`src/pwm_guard_pkg.sv`:
```
// Constants shared by the flyback gate controller and its oscillator.
package pwm_guard_pkg;

  // ---------------------------------------------------------------------------
  // Timing
  // ---------------------------------------------------------------------------
  localparam int unsigned CLK_HZ       = 10_000_000;
  localparam int unsigned BLANK_NS     = 350;
  localparam int unsigned BLANK_CYC    = (BLANK_NS * (CLK_HZ / 1_000_000) + 999) / 1000;
  localparam int unsigned NOM_FREQ_HZ  = 65_000;
  localparam int unsigned GREEN_HZ     = 20_000;
  localparam int unsigned RT_REF_KOHM  = 100;
  localparam int unsigned PER_NUM      = CLK_HZ / 100_000;
  localparam int unsigned PER_DEN      = NOM_FREQ_HZ * RT_REF_KOHM / 100_000;
  localparam int unsigned GREEN_PER    = CLK_HZ / GREEN_HZ;
  localparam int unsigned OLP_MS       = 30;
  localparam int unsigned OLP_CYCLES   = OLP_MS * NOM_FREQ_HZ / 1000;
  localparam int unsigned DUTY_NUM     = 3;
  localparam int unsigned DUTY_SHIFT   = 2;
  localparam int unsigned PER_W        = 12;
  localparam int unsigned MIN_PER      = 8;
  localparam int unsigned DIV_COUNT    = 2;

  // ---------------------------------------------------------------------------
  // Register map
  // ---------------------------------------------------------------------------
  localparam logic [7:0] ADDR_CTRL   = 8'h00;
  localparam logic [7:0] ADDR_RT     = 8'h04;
  localparam logic [7:0] ADDR_STATUS = 8'h08;
  localparam logic [7:0] ADDR_PERIOD = 8'h0c;

  localparam logic        CTRL_RESET = 1'b1;
  localparam logic [7:0]  RT_RESET   = 8'h64;
  localparam int unsigned CTRL_EN_BIT = 0;

  localparam int unsigned ST_RUN     = 0;
  localparam int unsigned ST_STARTUP = 1;
  localparam int unsigned ST_GATE    = 2;
  localparam int unsigned ST_OLP     = 3;
  localparam int unsigned ST_OVP     = 4;
  localparam int unsigned ST_FAULT   = 5;
  localparam int unsigned ST_GREEN   = 6;
  localparam int unsigned ST_FBOFF   = 7;
  localparam int unsigned ST_DIV_LO  = 8;

  localparam logic [1:0] RESP_OKAY   = 2'b00;
  localparam logic [1:0] RESP_SLVERR = 2'b10;

  // ---------------------------------------------------------------------------
  // Comparator input positions
  // ---------------------------------------------------------------------------
  localparam int unsigned CMP_N      = 10;
  localparam int unsigned C_ON       = 0;
  localparam int unsigned C_OFF      = 1;
  localparam int unsigned C_OVER     = 2;
  localparam int unsigned C_CS_PEAK  = 3;
  localparam int unsigned C_CS_MAX   = 4;
  localparam int unsigned C_FB_OFF   = 5;
  localparam int unsigned C_FB_OLP   = 6;
  localparam int unsigned C_GREEN    = 7;
  localparam int unsigned C_FSP_BAD  = 8;
  localparam int unsigned C_CS_FLOAT = 9;

endpackage : pwm_guard_pkg

```
`src/osc_if.sv`:
```
// Link between the gate controller and its switching oscillator.
`timescale 1ns/10ps
`default_nettype none
interface osc_if;
  import pwm_guard_pkg::*;
  logic [PER_W-1:0] period;
  logic [PER_W-1:0] phase;
  logic             cycle_start;
  modport osc (input period, output phase, output cycle_start);
  modport ctl (output period, input phase, input cycle_start);
endinterface : osc_if
`default_nettype wire

```
`src/offline_pwm_protection_logic.sv`:
```
// Gate pulse generator with lockout, overload, overvoltage and pin-fault guards.
`timescale 1ns/10ps
`default_nettype none

module offline_pwm_protection_logic #(
  parameter int unsigned OLP_DELAY = pwm_guard_pkg::OLP_CYCLES // Overload delay in periods
) (
  input  wire logic                         clk,           // 10 MHz system clock
  input  wire logic                         rst_n,         // Asynchronous reset, active low
  input  wire logic [pwm_guard_pkg::CMP_N-1:0] cmp_in,     // Raw comparator flags
  output var  logic                         gate_ff,       // MOSFET gate drive
  output var  logic                         startup_source_pin_en_ff, // Startup source on
  input  wire logic [7:0]                   s_axi_awaddr,  // Write address
  input  wire logic                         s_axi_awvalid, // Write address valid
  output var  logic                         s_axi_awready, // Write address ready
  input  wire logic [31:0]                  s_axi_wdata,   // Write data
  input  wire logic [3:0]                   s_axi_wstrb,   // Write byte strobes
  input  wire logic                         s_axi_wvalid,  // Write data valid
  output var  logic                         s_axi_wready,  // Write data ready
  output var  logic [1:0]                   s_axi_bresp,   // Write response
  output var  logic                         s_axi_bvalid,  // Write response valid
  input  wire logic                         s_axi_bready,  // Write response ready
  input  wire logic [7:0]                   s_axi_araddr,  // Read address
  input  wire logic                         s_axi_arvalid, // Read address valid
  output var  logic                         s_axi_arready, // Read address ready
  output var  logic [31:0]                  s_axi_rdata,   // Read data
  output var  logic [1:0]                   s_axi_rresp,   // Read response
  output var  logic                         s_axi_rvalid,  // Read data valid
  input  wire logic                         s_axi_rready   // Read data ready
);
  import pwm_guard_pkg::*;

  // ---------------------------------------------------------------------------
  // Comparator synchronisers
  // ---------------------------------------------------------------------------
  logic [CMP_N-1:0] sync1_ff;
  logic [CMP_N-1:0] cmp_s;

  genvar gi;
  generate
    for (gi = 0; gi < CMP_N; gi++) begin : g_sync
      always_ff @(posedge clk or negedge rst_n) begin
        if (!rst_n) begin
          sync1_ff[gi] <= 1'b0;
          cmp_s[gi]    <= 1'b0;
        end else begin
          sync1_ff[gi] <= cmp_in[gi];
          cmp_s[gi]    <= sync1_ff[gi];
        end
      end
    end
  endgenerate

  // ---------------------------------------------------------------------------
  // Software registers
  // ---------------------------------------------------------------------------
  logic             enable_ff;
  logic [7:0]       rt_kohm_ff;
  logic [PER_W-1:0] period_ff;
  logic [15:0]      rt_period;
  logic [PER_W-1:0] max_on;

  // ---------------------------------------------------------------------------
  // Supply lockout and startup source
  // ---------------------------------------------------------------------------
  logic run_ff;
  logic turn_on_ev;
  logic turn_off_ev;

  assign turn_on_ev  = !run_ff && cmp_s[C_ON];
  assign turn_off_ev = run_ff && cmp_s[C_OFF] && !cmp_s[C_ON];

  always_ff @(posedge clk or negedge rst_n) begin
    if (!rst_n) begin
      run_ff <= 1'b0;
    end else if (turn_on_ev) begin
      run_ff <= 1'b1;
    end else if (turn_off_ev) begin
      run_ff <= 1'b0;
    end
  end

  // The source follows the lockout one cycle late; no gate pulse is possible
  // in that cycle because the gate register also follows run_ff one cycle late.
  always_ff @(posedge clk or negedge rst_n) begin
    if (!rst_n) begin
      startup_source_pin_en_ff <= 1'b1;
    end else begin
      startup_source_pin_en_ff <= !run_ff;
    end
  end

  // ---------------------------------------------------------------------------
  // Oscillator
  // ---------------------------------------------------------------------------
  osc_if osc_link ();

  switching_oscillator u_osc (
    .clk   (clk),
    .rst_n (rst_n),
    .osc   (osc_link.osc)
  );

  assign rt_period = 16'(({8'h00, rt_kohm_ff} * 16'(PER_NUM)) / 16'(PER_DEN));

  always_ff @(posedge clk or negedge rst_n) begin
    if (!rst_n) begin
      period_ff <= PER_W'(GREEN_PER);
    end else if (cmp_s[C_GREEN]) begin
      period_ff <= PER_W'(GREEN_PER);
    end else if (rt_period < 16'(MIN_PER)) begin
      period_ff <= PER_W'(MIN_PER);
    end else if (rt_period > 16'((1 << PER_W) - 1)) begin
      period_ff <= PER_W'((1 << PER_W) - 1);
    end else begin
      period_ff <= rt_period[PER_W-1:0];
    end
  end

  assign osc_link.period = period_ff;
  assign max_on = PER_W'((32'(period_ff) * DUTY_NUM) >> DUTY_SHIFT);

  // ---------------------------------------------------------------------------
  // Overload guard
  // ---------------------------------------------------------------------------
  logic [15:0] olp_cnt_ff;
  logic        olp_latch_ff;
  logic [1:0]  div_cnt_ff;
  logic        olp_trip;

  assign olp_trip = cmp_s[C_FB_OLP] && osc_link.cycle_start
                    && olp_cnt_ff == 16'(OLP_DELAY - 1);

  // Counts oscillator periods, so the delay shrinks as the frequency rises.
  always_ff @(posedge clk or negedge rst_n) begin
    if (!rst_n) begin
      olp_cnt_ff <= '0;
    end else if (!cmp_s[C_FB_OLP] || !run_ff || olp_latch_ff) begin
      olp_cnt_ff <= '0;
    end else if (osc_link.cycle_start) begin
      olp_cnt_ff <= olp_cnt_ff + 16'h0001;
    end
  end

  // Activation wins over a release in the same cycle.
  always_ff @(posedge clk or negedge rst_n) begin
    if (!rst_n) begin
      olp_latch_ff <= 1'b0;
      div_cnt_ff   <= '0;
    end else if (olp_trip) begin
      olp_latch_ff <= 1'b1;
      div_cnt_ff   <= '0;
    end else if (olp_latch_ff && turn_off_ev) begin
      if (div_cnt_ff == 2'(DIV_COUNT - 1)) begin
        olp_latch_ff <= 1'b0;
        div_cnt_ff   <= '0;
      end else begin
        div_cnt_ff <= div_cnt_ff + 2'b01;
      end
    end
  end

  // ---------------------------------------------------------------------------
  // Overvoltage guard
  // ---------------------------------------------------------------------------
  logic ovp_ff;

  // A fresh overvoltage wins over the turn-on that would clear the latch.
  always_ff @(posedge clk or negedge rst_n) begin
    if (!rst_n) begin
      ovp_ff <= 1'b0;
    end else if (cmp_s[C_OVER]) begin
      ovp_ff <= 1'b1;
    end else if (turn_on_ev) begin
      ovp_ff <= 1'b0;
    end
  end

  // ---------------------------------------------------------------------------
  // Gate pulse
  // ---------------------------------------------------------------------------
  logic       allowed;
  logic       fault;
  logic [2:0] blank_ff;
  logic       cs_end;
  logic       nxt_gate;

  assign fault   = cmp_s[C_FSP_BAD] || cmp_s[C_CS_FLOAT];
  assign allowed = run_ff && enable_ff && !ovp_ff && !olp_latch_ff && !fault
                   && !cmp_s[C_FB_OFF] && !cmp_s[C_OVER];
  assign cs_end  = (blank_ff == '0) && (cmp_s[C_CS_PEAK] || cmp_s[C_CS_MAX]);

  always_comb begin
    nxt_gate = gate_ff;
    if (!allowed) begin
      nxt_gate = 1'b0;
    end else if (osc_link.cycle_start) begin
      nxt_gate = 1'b1;
    end else if (cs_end || osc_link.phase >= max_on) begin
      nxt_gate = 1'b0;
    end
  end

  // Reset drives the gate low so the switch is never falsely on.
  always_ff @(posedge clk or negedge rst_n) begin
    if (!rst_n) begin
      gate_ff <= 1'b0;
    end else begin
      gate_ff <= nxt_gate;
    end
  end

  always_ff @(posedge clk or negedge rst_n) begin
    if (!rst_n) begin
      blank_ff <= '0;
    end else if (nxt_gate && !gate_ff) begin
      blank_ff <= 3'(BLANK_CYC - 1);
    end else if (blank_ff != '0) begin
      blank_ff <= blank_ff - 3'b001;
    end
  end

  // ---------------------------------------------------------------------------
  // AXI4-Lite slave
  // ---------------------------------------------------------------------------
  logic        aw_have_ff;
  logic        w_have_ff;
  logic [7:0]  waddr_ff;
  logic [31:0] wdata_ff;
  logic [3:0]  wstrb_ff;
  logic        do_write;
  logic [31:0] status;
  logic [31:0] rd_mux;
  logic        rd_ok;

  assign do_write = aw_have_ff && w_have_ff && !s_axi_bvalid;

  always_ff @(posedge clk or negedge rst_n) begin
    if (!rst_n) begin
      aw_have_ff    <= 1'b0;
      waddr_ff      <= '0;
      s_axi_awready <= 1'b0;
    end else if (s_axi_awvalid && s_axi_awready) begin
      aw_have_ff    <= 1'b1;
      waddr_ff      <= s_axi_awaddr;
      s_axi_awready <= 1'b0;
    end else if (do_write) begin
      aw_have_ff <= 1'b0;
    end else if (!aw_have_ff && !s_axi_bvalid) begin
      s_axi_awready <= 1'b1;
    end
  end

  always_ff @(posedge clk or negedge rst_n) begin
    if (!rst_n) begin
      w_have_ff    <= 1'b0;
      wdata_ff     <= '0;
      wstrb_ff     <= '0;
      s_axi_wready <= 1'b0;
    end else if (s_axi_wvalid && s_axi_wready) begin
      w_have_ff    <= 1'b1;
      wdata_ff     <= s_axi_wdata;
      wstrb_ff     <= s_axi_wstrb;
      s_axi_wready <= 1'b0;
    end else if (do_write) begin
      w_have_ff <= 1'b0;
    end else if (!w_have_ff && !s_axi_bvalid) begin
      s_axi_wready <= 1'b1;
    end
  end

  always_ff @(posedge clk or negedge rst_n) begin
    if (!rst_n) begin
      s_axi_bvalid <= 1'b0;
      s_axi_bresp  <= RESP_OKAY;
    end else if (do_write) begin
      s_axi_bvalid <= 1'b1;
      s_axi_bresp  <= (waddr_ff == ADDR_CTRL || waddr_ff == ADDR_RT) ? RESP_OKAY : RESP_SLVERR;
    end else if (s_axi_bready) begin
      s_axi_bvalid <= 1'b0;
    end
  end

  always_ff @(posedge clk or negedge rst_n) begin
    if (!rst_n) begin
      enable_ff  <= CTRL_RESET;
      rt_kohm_ff <= RT_RESET;
    end else if (do_write && wstrb_ff[0]) begin
      if (waddr_ff == ADDR_CTRL) begin
        enable_ff <= wdata_ff[CTRL_EN_BIT];
      end
      if (waddr_ff == ADDR_RT) begin
        rt_kohm_ff <= wdata_ff[7:0];
      end
    end
  end

  always_comb begin
    status              = '0;
    status[ST_RUN]      = run_ff;
    status[ST_STARTUP]  = startup_source_pin_en_ff;
    status[ST_GATE]     = gate_ff;
    status[ST_OLP]      = olp_latch_ff;
    status[ST_OVP]      = ovp_ff;
    status[ST_FAULT]    = fault;
    status[ST_GREEN]    = cmp_s[C_GREEN];
    status[ST_FBOFF]    = cmp_s[C_FB_OFF];
    status[ST_DIV_LO +: 2] = div_cnt_ff;
    rd_ok  = 1'b1;
    case (s_axi_araddr)
      ADDR_CTRL:   rd_mux = {31'h0, enable_ff};
      ADDR_RT:     rd_mux = {24'h0, rt_kohm_ff};
      ADDR_STATUS: rd_mux = status;
      ADDR_PERIOD: rd_mux = {20'h0, period_ff};
      default: begin
        rd_mux = '0;
        rd_ok  = 1'b0;
      end
    endcase
  end

  always_ff @(posedge clk or negedge rst_n) begin
    if (!rst_n) begin
      s_axi_arready <= 1'b0;
      s_axi_rvalid  <= 1'b0;
      s_axi_rdata   <= '0;
      s_axi_rresp   <= RESP_OKAY;
    end else if (s_axi_arvalid && s_axi_arready) begin
      s_axi_arready <= 1'b0;
      s_axi_rvalid  <= 1'b1;
      s_axi_rdata   <= rd_mux;
      s_axi_rresp   <= rd_ok ? RESP_OKAY : RESP_SLVERR;
    end else if (s_axi_rvalid) begin
      if (s_axi_rready) begin
        s_axi_rvalid <= 1'b0;
      end
    end else begin
      s_axi_arready <= 1'b1;
    end
  end

  // ---------------------------------------------------------------------------
  // Checks
  // ---------------------------------------------------------------------------
  a_source_follows_run : assert property (@(posedge clk) disable iff (!rst_n)
    !run_ff |=> startup_source_pin_en_ff) else $error("startup source off below turn-on");

  a_lockout_hysteresis : assert property (@(posedge clk) disable iff (!rst_n)
    run_ff && !cmp_s[C_OFF] |=> run_ff) else $error("lockout dropped above turn-off");

  a_max_sense_ends : assert property (@(posedge clk) disable iff (!rst_n)
    gate_ff && blank_ff == '0 && cmp_s[C_CS_MAX] && !osc_link.cycle_start |=> !gate_ff)
    else $error("pulse survived maximum current sense");

  a_blank_holds_gate : assert property (@(posedge clk) disable iff (!rst_n)
    $rose(gate_ff) && allowed |-> blank_ff == 3'(BLANK_CYC - 1))
    else $error("blanking not loaded on turn-on");

  a_duty_ceiling : assert property (@(posedge clk) disable iff (!rst_n)
    gate_ff && osc_link.phase > max_on |-> !allowed or osc_link.cycle_start or ##1 !gate_ff)
    else $error("on-time beyond duty ceiling");

  a_fb_off_stops : assert property (@(posedge clk) disable iff (!rst_n)
    cmp_s[C_FB_OFF] |=> !gate_ff) else $error("gate on during feedback shutdown");

  a_olp_latches : assert property (@(posedge clk) disable iff (!rst_n)
    olp_trip |=> olp_latch_ff ##1 !gate_ff) else $error("overload did not latch off");

  a_olp_release : assert property (@(posedge clk) disable iff (!rst_n)
    $fell(olp_latch_ff) |-> $past(turn_off_ev) && $past(div_cnt_ff) == 2'(DIV_COUNT - 1))
    else $error("overload latch released early");

  a_ovp_holds : assert property (@(posedge clk) disable iff (!rst_n)
    cmp_s[C_OVER] |=> ovp_ff && !gate_ff) else $error("gate on under overvoltage");

  a_fault_stops : assert property (@(posedge clk) disable iff (!rst_n)
    fault |=> !gate_ff) else $error("gate on with pin fault");

endmodule : offline_pwm_protection_logic
`default_nettype wire

```
`src/switching_oscillator.sv`:
```
// Oscillator with its period set by osc.period: phase counter with a start pulse per period.
`timescale 1ns/10ps
`default_nettype none
module switching_oscillator (
  input  wire logic clk,   // System clock
  input  wire logic rst_n, // Asynchronous reset, active low
  osc_if.osc        osc    // Period in, phase and cycle start out
);
  import pwm_guard_pkg::*;

  logic [PER_W-1:0] phase_ff;
  logic             start_ff;

  // A period change takes effect at once: a cycle past the new period wraps next clock, a longer period stretches it.
  always_ff @(posedge clk or negedge rst_n) begin
    if (!rst_n) begin
      phase_ff <= '0;
      start_ff <= 1'b0;
    end else if (phase_ff >= osc.period - PER_W'(1)) begin
      phase_ff <= '0;
      start_ff <= 1'b1;
    end else begin
      phase_ff <= phase_ff + PER_W'(1);
      start_ff <= 1'b0;
    end
  end

  assign osc.phase       = phase_ff;
  assign osc.cycle_start = start_ff;

  a_osc_wrap : assert property (@(posedge clk) disable iff (!rst_n)
    start_ff |-> phase_ff == '0) else $error("cycle start away from phase zero");

endmodule : switching_oscillator
`default_nettype wire

```
`config.mk`:
```
export PLATFORM = sky130hd
export DESIGN_NAME = offline_pwm_protection_logic
export DESIGN_NICKNAME = d
export VERILOG_FILES = /design/src/pwm_guard_pkg.sv /design/src/osc_if.sv /design/src/offline_pwm_protection_logic.sv /design/src/switching_oscillator.sv
export SDC_FILE = /design/constraint.sdc
export NUM_CORES = 1
export LEC_CHECK = 0
export BUFFER_PORTS_ARGS = -buffer_cell sky130_fd_sc_hd__buf_2
export CELL_PAD_IN_SITES_DETAIL_PLACEMENT = 1
export CELL_PAD_IN_SITES_GLOBAL_PLACEMENT = 1
export CORE_MARGIN = 2
export CORE_UTILIZATION = 35
export DETAILED_ROUTE_END_ITERATION = 6
export HOLD_SLACK_MARGIN = 0.03
export PLACE_DENSITY_LB_ADDON = 0.1
export SETUP_SLACK_MARGIN = 0.4
export SLEW_MARGIN = 20
export SYNTH_ARGS = -nofsm -noshare
export SYNTH_HDL_FRONTEND = slang
export SYNTH_SLANG_ARGS = --single-unit
export TNS_END_PERCENT = 5
```
`constraint.sdc`:
```
create_clock -name clk -period 11.1 [get_ports clk]
set_clock_uncertainty 0.1 [all_clocks]
set_input_delay 1.11 -clock clk [delete_from_list [all_inputs] [get_ports clk]]
set_output_delay 1.11 -clock clk [all_outputs]
set_load 0.005 [all_outputs]
```
**Word level (Yosys, flattened, before mapping)**

Index checks and enable logic that the tools add are counted.
Widths: inputs -> output; s select.

- Register bits: 140
- Input bits: 69
- Output and inout port bits: 43
- Logic and storage cells: 170

- Add/subtract/negate cells: 5
- Multipliers: 2
- Divide/modulo/power cells: 1
- $lt $le $gt $ge: 4
- Eq/ne operators: 9
- Mux-type cells: 42
- Reduce and logical (&&, ||, !) cells: 61

Operators with widths:

| operator | number |
|---|---|
| $mux 12 | 4 |
| $pmux 12 s4 | 1 |
| $mux 16 | 2 |
| $mux 1 | 28 |
| $ge 12x12->1 | 2 |
| $logic_and 1x1->1 | 22 |
| $reduce_bool 2->1 | 11 |
| $add 16x1->16 const B | 1 |
| $div 15x7->16 const B | 1 |
| $eq 16x11->1 const B | 1 |
| $eq 8x3->1 const B | 2 |
| $eq 8x4->1 const B | 2 |
| $gt 16x12->1 const B | 1 |
| $logic_not 8->1 | 2 |
| $lt 16x4->1 const B | 1 |
| $mul 12x2->14 const B | 1 |
| $mul 8x5->13 const B | 1 |
| $add 12x1->12 const B | 1 |
| $logic_not 1->1 | 12 |
| $sub 12x1->12 const B | 1 |
| $mux 2 | 5 |
| $reduce_and 2->1 | 5 |
| $logic_or 1x1->1 | 6 |
| $mux 3 | 2 |
| 7 further kinds | 9 |

**Depth between registers and ports, before layout**

Gate-level depths: netlist of the first run.

- Word-level depth: 9
- Mapped depth: 39

**Hierarchy**

Synthesis of the first run repeated with hierarchy kept, for this count alone.

- Cells, all modules: 939
- Area, all modules: 8759.7 sq um

Modules (own cells, without submodules):

| module | times used | cells each | area an instance (sq um) | sequential area each (sq um) |
|---|---|---|---|---|
| offline_pwm_protection_logic | 1 | 824 | 7664.9 | 2516.2 |
| switching_oscillator | 1 | 115 | 1094.8 | 325.3 |

**Worst setup path before layout of the first run**

Ideal clock, no wire load.

- Path kind: register -> register
- From: register rt_kohm_ff[2]
- To: register period_ff[0], in the netlist osc_link.period[0]
- Setup time: 0.130 ns
- Arrival time: 9.161 ns
- Data required time: 10.870 ns
- Slack: 1.708 ns
- Cell stages (with the launch flop): 35
- Path buffers: 1
- Cells stage by stage: dfstp_2 -> clkbuf_1 -> inv_1 -> ha_1 -> ha_1 -> ha_1 -> fa_1 -> a211oi_2 -> nor3b_1 -> o221a_2 -> xnor2_1 -> a32o_1 -> a21o_1 -> a2bb2oi_4 -> mux2_2 -> a211oi_2 -> o31ai_1 -> a211o_1 -> or4_4 -> nor3_4 -> mux2i_1 -> nor4b_4 -> or2_1 -> xnor2_1 -> ha_1 -> nand2b_1 -> or4b_4 -> a21boi_4 -> a41oi_4 -> mux2_2 -> ha_1 -> o211a_1 -> o311a_1 -> o21ai_1 -> o211ai_2

- Longest elaborated chain between the ends: 6
- Elaborated cells between the ends (all ways): 7
- Those cells by class: 1 x mul; 1 x div; 2 x order compare; 3 x mux

RTL lines:

| item | line | text |
|---|---|---|
| start, declared | offline_pwm_protection_logic.sv:58 | `logic [7:0] rt_kohm_ff;` |
| start signal, assigned | offline_pwm_protection_logic.sv:293 | `rt_kohm_ff <= wdata_ff[7:0];` |
| $mul 8x5->13 * | offline_pwm_protection_logic.sv:104 | `assign rt_period = 16'(({8'h00, rt_kohm_ff} * 16'(PER_NUM)) / 16'(PER_DEN));` |
| $div 15x7->16 * | offline_pwm_protection_logic.sv:104 |  |
| $gt 16x12->1 | offline_pwm_protection_logic.sv:113 | `end else if (rt_period > 16'((1 << PER_W) - 1)) begin` |
| $mux 12 | offline_pwm_protection_logic.sv:113 |  |
| $mux 12 * | offline_pwm_protection_logic.sv:111 | `end else if (rt_period < 16'(MIN_PER)) begin` |
| $mux 12 * | offline_pwm_protection_logic.sv:109 | `end else if (cmp_s[C_GREEN]) begin` |
| end signal, assigned | offline_pwm_protection_logic.sv:110 | `period_ff <= PER_W'(GREEN_PER);` |
| end signal, assigned | offline_pwm_protection_logic.sv:112 | `period_ff <= PER_W'(MIN_PER);` |
| end signal, assigned | offline_pwm_protection_logic.sv:114 | `period_ff <= PER_W'((1 << PER_W) - 1);` |
| end, declared | offline_pwm_protection_logic.sv:59 | `logic [PER_W-1:0] period_ff;` |

Mark *: on every way between the ends. The rest lies on a longest branch, timed or not.
A chain may end at the register's enable or synchronous reset.

**Worst setup path after layout of the first run**

Ends and elaborated chain as after synthesis.

==> metrics.md, run 1 <==
| Metric | Value |
|---|---|
| Fillers | ~2,900 |
| Crit path launch | rt_kohm_ff[2]$_DFFE_PN1P_ |
| Row count | 58 |
| Ys Warns | 0 |
| Fin nets | approximately 1,200 |
| Die footprint | around 0.027 sq mm |
| Design area | 0.0102 sq mm |
| RSZ-0062 raised after global routing | false |
| Critical Path End | osc_link.period[0]$_DFF_PN0_ |
| Dpl cell area | about 0.0095 sq mm |
| Post-route ant nets | 0 |
| # IOs | approximately 110 |
| Synthesized instance count | between 900 and 1,000 |
| Max Cap Viol | 0 |
| CTS max path bufs | 2 |
| WL final | approximately 24 mm |
| Starting DRT DRC Count | around 260 |
| Setup violators final | 0 |
| Worst relative slew slack | 0.389 |
| CTS Buf Count | 17 |
| Layout cells sized above 1 | 0.217 |
| Via count | ~7,000 |
| Post-synthesis cell type count | 104 |
| R2R Path Start | rt_kohm_ff[2]$_DFFE_PN1P_ |
| Routability cong. | approximately 0.8 |
| Initial Utilization | 0.354 |
| Reg-to-reg endpoint | osc_link.period[0]$_DFF_PN0_ |
| Outcome | completed |
| GRT overflow | 0 |
| Synth Register Bits | between 100 and 150 |
| Vias per inst | approximately 5.3 |
| Slowest library cell on the worst path | dfstp_2 |
| Largest net degree at the start of global routing | about 70 |
| First-pass GRT wire length | roughly 39 mm |
| Critical Path Stages | 35 |
| Period minus WS final | approximately 10,000 ps |
| Hold buffers post-CTS | 0 |
| CTS Sinks | approximately 110 |
| R2R depth | 35 |
| Register area share after synthesis | 0.321 |
| CP dominant cell by count | ha_1 |
| Post-synth EDFFs | 0 |
| CTS tree | done |
| Top cells by area, synth | dfrtp_1, ha_1, mux2_2 |
| Area of the multi-input gates | approximately 0.0057 sq mm |
| Core ar. | approximately 0.025 sq mm |
| Data required, critical path | approximately 11,000 ps |
| Wire per inst | between 15 and 20 microns |
| Main synth FF type | dfrtp_1 |
| Worst setup path category | reg -> reg |
| Maximum clock rate | 0.0977 GHz |
| Fin. Hold Viols | 0 |
| CP Capture Type | flip-flop |
| CP Launch Type | flip-flop |
| DPL Wire Length | between 15 and 20 mm |
| WP buf/inv | 3 |
| Slew @ Worst Pin | a little over 900 ps |
| CTS clk-pin slew, worst paths | about 60 ps |
| Most frequent cell after synthesis | dfrtp_1 |
| WP data arrival | around 10,000 ps |
| Period utilization | 0.922 |
| Gr usage total | 0.184 |
| Hold Crit Class | reg -> reg |
| P&R area growth vs syn | 14.8% |
| Finished Layout Cells | about 1,400 |
| Placed insts | 1,318 |
| Clock latency on the worst-skew pair | 420 ps |
| R2R Setup Slk | 870 ps |
| PortBufs | 60 |
| Vias in the first global route | ~7,300 |
| Die width | between 150 and 200 microns |
| Avg Cell Area, Syn | between 9 and 10 sq um |
| Crit-path leading delay family | compound AO/OA/AOI/OAI gates |
| List of most frequent post-synthesis cells | dfrtp_1, nor2_1, ha_1 |
| Worst Path Max Fanout | 11 |
| Die H | ~160 microns |
| Initial antenna violation count | 1 |
| DRT Pass-1 Iters | 4 |
| H-tree depth | 4 |
| Final-report max-slew violation count | 0 |
| Setup TNS | 0 ps |
| Seq. cell area | 0.00284 sq mm |
| Mapped Area | about 0.009 sq mm |
| Post-synth ARST share | 1.00 |
| Final Util | 0.406 |
| Synth top area share | 0.288 |
| Clock Tree Root | clkbuf_16 |
| Residual DRC | 0 |
| Post-synth top area cell | dfrtp_1 |
| Delay of the slowest critical-path stage | around 670 ps |
## final cells by class
| cell class | instances | share of cell area |
|---|---|---|
| Timing Repair Buffer | 78 | 0.0431 |
| Multi-Input combinational cell | 755 | 0.562 |
| Sequential cell | 113 | 0.280 |
| Clock buffer | 18 | 0.0432 |
| Clock inverter | 14 | 0.0143 |
| Tap cell | 330 | 0.0406 |
| Antenna cell | 2 | 0.000492 |
| Inverter | 45 | 0.0166 |
## registers in the layout, indices dropped and copies added (netlist names), 3 cells and up
register         cells
olp_cnt_ff          16
s_axi_rdata         10
wdata_ff             8
rt_kohm_ff           8
sync1_ff            10
u_osc.osc.phase     12
cmp_s               10
blank_ff             3
waddr_ff             8
osc_link.period      9
## per-layer routing
| layer | global-route usage | wire length (microns) | up-vias |
|---|---|---|---|
| met5 | 0 | 0 | - |
| met4 | 0.0410 | 277 | 0 |
| met3 | 0.0244 | 497 | 15 |
| met2 | 0.325 | 11900 | 86 |
| met1 | 0.240 | 11200 | 3537 |
| li1 | - | - | 3508 |
## stage by stage
step / setup WS [ps] / hold slack, ps
floorplan: 1710 / 231
global placement: 835 / 233
detailed placement: 745 / 236
CTS: 703 / 252
global route: 366 / 250
finish: 870 / 249
## cell families (layout without fill, tap and decap cells)
logic type                 count (synthesis)  in the layout  share of synthesized area
DFF                                      113            113                      0.321
xor gates and xnor gates                  59             59                     0.0613
other                                      1             26                   0.000424
AOI/OAI and AO/OA                        217            217                      0.189
buffers and inverters                     89            155                     0.0493
muxes                                     46             46                     0.0592
and+or+nand+nor                          325            325                      0.198
adders and majority gates                 84             84                      0.122
## worst reg2reg max path, delay by kind of cell, from the launching register on
family                   cells  cell delay, ps
flip-flops                   1             670
multiplexers                 4            1020
XOR/XNOR                     1             210
buffers and inverters        3             570
AND/OR/NAND/NOR              9            2590
adder cells (fa/ha/maj)      6            1930
AO/OA/AOI/OAI               12            3030
## placed cells by master, fill, tap and decap left out, types with 5 or more instances in the layout
master and count:
dfrtp_1 102, nor2_1 91, ha_1 80, buf_2 59, nand2_1 54, inv_1 45, o21ai_0 43, nand3_1 37
mux2_2 37, a21oi_1 35, xnor2_1 32, xor2_1 24, conb_1 24, buf_4 19, nor3_1 18, clkbuf_16 17
a21o_1 16, nand2b_1 15, and3_1 12, nand4_1 11, dfstp_2 11, o211ai_1 10, a22oi_1 9, a31oi_1 9
or2_2 9, or3_1 9, nor2b_1 9, nor4_1 8, mux2i_1 7, inv_6 7, nand3b_1 6, o21bai_1 6
a211oi_1 5, o221ai_1 5, or2_1 5, o2111ai_1 5, o21a_1 5
## worst min-delay path by stage
stage / start / to / slack [ps] / cells after the start
final: sync1_ff[0]$_DFF_PN0_ / cmp_s[0]$_DFF_PN0_ / 250 / 0
after global routing: sync1_ff[0]$_DFF_PN0_ / cmp_s[0]$_DFF_PN0_ / 250 / 0
after CTS: sync1_ff[0]$_DFF_PN0_ / cmp_s[0]$_DFF_PN0_ / 250 / 0
after detailed placement: sync1_ff[2]$_DFF_PN0_ / cmp_s[2]$_DFF_PN0_ / 240 / 0
after global placement: sync1_ff[0]$_DFF_PN0_ / cmp_s[0]$_DFF_PN0_ / 230 / 0
after floorplan: sync1_ff[0]$_DFF_PN0_ / cmp_s[0]$_DFF_PN0_ / 230 / 0
## timing repair
action	4_1_cts	5_1_grt
endpoints found under the hold margin	0	0
buffers inserted	0	2
setup endpoints to repair	0	2
gates resized for setup	0	8
Power of run 1 is not shown: default switching activity piles up to over one toggle a cycle in this logic, so the estimate is an artifact.
==> run 2, diff against run 1 <==
CORE_UTILIZATION = 46   (was 35)
CTS_CLUSTER_SIZE = 12   (was default)
==> run 2 against run 1 <==
Flip-flop and latch count unchanged. Final cell count is 7.3% lower. Critical path type unchanged. Worst setup slack better by 100 ps. Largest cell class unchanged.
==> metrics.md, run 2 (synthesis gave the netlist of run 1 again) <==
| Metric | Value |
|---|---|
| Outcome | completed |
| Die H | between 100 and 150 microns |
| WP buf/inv | 1 |
| Via count | 7,273 |
| Crit path launch | rt_kohm_ff[2]$_DFFE_PN1P_ |
| Worst relative slew slack | 0.441 |
| First-pass GRT wire length | ~39 mm |
| CP dominant cell by count | ha_1 |
| Most frequent cells in the layout | dfrtp_1, nor2_1, ha_1 |
| CTS max path bufs | 2 |
| Die width | between 100 and 150 microns |
| DPL Wire Length | between 15 and 20 mm |
| CTS tree | done |
| Fin nets | about 1,200 |
| R2R Setup Slk | between 900 and 1000 ps |
| Routability cong. | ~0.9 |
| Setup violators final | 0 |
| PortBufs | 60 |
| Met3 Use GR | 0.0312 |
| GRT overflow | 0 |
| H-tree depth | 4 |
| Fillers | approximately 2,200 |
| P&R area growth vs syn | 13.5% |
| Worst setup path category | reg -> reg |
| Maximum clock rate | ~0.099 GHz |
| Period minus WS final | between 10,000 and 15,000 ps |
| Clock Tree Root | clkbuf_16 |
| Largest net degree at the start of global routing | 68 |
| CP Launch Type | flip-flop |
| WL final | roughly 24 mm |
| Max reg flops | 16 |
| # IOs | between 100 and 150 |
| CTS Sinks | 113 |
| CTS clk-pin slew, worst paths | roughly 60 ps |
| Slew @ Worst Pin | 839 ps |
| Slowest library cell on the worst path | dfstp_2 |
| Register with the most flip-flops | olp_cnt_ff |
| Wire per inst | ~19 microns |
| WP data arrival | between 10,000 and 15,000 ps |
| Residual DRC | 0 |
| Clock latency on the worst-skew pair | 420 ps |
| Worst Path Max Fanout | 11 |
| Final-report max-slew violation count | 0 |
| Layout cells sized above 1 | 0.218 |
| Period utilization | 0.913 |
| Reg-to-reg endpoint | osc_link.period[0]$_DFF_PN0_ |
| RSZ-0062 raised after global routing | false |
| Die footprint | around 0.020 sq mm |
| GR Layer Usage met2 | 0.442 |
| Core ar. | around 0.019 sq mm |
| Layer with the highest usage | met2 |
| Vias in the first global route | between 7,000 and 8,000 |
| CTS Buf Count | 17 |
| CP Capture Type | flip-flop |
| Gr usage total | 0.242 |
| GR Util met1 | 0.301 |
| Hold Path Stages | 0 |
| Post-route ant nets | 0 |
| Hold Crit Class | reg -> reg |
| Initial Utilization | 0.472 |
| R2R depth | 33 |
| Commonest non-fill, non-tap cell in the layout | dfrtp_1 |
| Setup TNS | 0 ps |
| Fin. Hold Viols | 0 |
| Max Cap Viol | 0 |
| R2R Path Start | rt_kohm_ff[2]$_DFFE_PN1P_ |
| Starting DRT DRC Count | about 240 |
| Vias per inst | between 5 and 6 |
| DRT Pass-1 Iters | 4 |
| Critical Path Stages | 33 |
| Crit-path leading delay family | compound AO/OA/AOI/OAI gates |
| Row count | 50 |
| Delay of the slowest critical-path stage | between 600 and 700 ps |
| Critical Path End | osc_link.period[0]$_DFF_PN0_ |
| Data required, critical path | 11,300 ps |
| Diodes inserted | 0 |
| Initial antenna violation count | 0 |
run 2: per-layer routing:
metal	part of all wire	wire length, microns
met5	0	0
met4	0.012	293
met3	0.024	559
met2	0.52	12200
met1	0.45	10600
run 2: metrics by stage:
step / std cells / cell area [sq um] / setup WS (ps) / hold slack [ps] / utilization
final: 1256 / 10000 / 970 / 247 / 0.535
after CTS: 1250 / 9930 / 410 / 249 / 0.529
after global placement: 1218 / 9350 / 583 / 232 / 0.498
after global routing: 1256 / 10000 / 438 / 252 / 0.535
after floorplan: 957 / 8940 / 1710 / 231 / -
after detailed placement: 1218 / 9350 / 458 / 236 / 0.498
run 2: worst min-delay path by stage:
| stage | from | end | slack [ps] |
|---|---|---|---|
| floorplan | sync1_ff[0]$_DFF_PN0_ | cmp_s[0]$_DFF_PN0_ | 230 |
| global placement | sync1_ff[4]$_DFF_PN0_ | cmp_s[4]$_DFF_PN0_ | 230 |
| detailed placement | sync1_ff[8]$_DFF_PN0_ | cmp_s[8]$_DFF_PN0_ | 240 |
| CTS | sync1_ff[8]$_DFF_PN0_ | cmp_s[8]$_DFF_PN0_ | 250 |
| global route | sync1_ff[8]$_DFF_PN0_ | cmp_s[8]$_DFF_PN0_ | 250 |
| finish | sync1_ff[9]$_DFF_PN0_ | cmp_s[9]$_DFF_PN0_ | 250 |
run 2: area by class of cell:
class,instances,area (sq um),area share
Clock inverter,14,141,0.0141
Timing Repair Buffer,77,430,0.0428
Multi-Input combinational cell,755,5730,0.571
Sequential cell,113,2840,0.283
Tap cell,234,293,0.0291
Inverter,45,169,0.0168
Clock buffer,18,439,0.0437
run 2: repair_timing:
| action | 4_1_cts | 5_1_grt |
|---|---|---|
| hold buffers | 0 | 0 |
| setup endpoints to repair | 0 | 2 |
| setup buffers | 0 | 5 |
| resized for setup | 0 | 12 |
Power of run 2 is left out for the same reason.
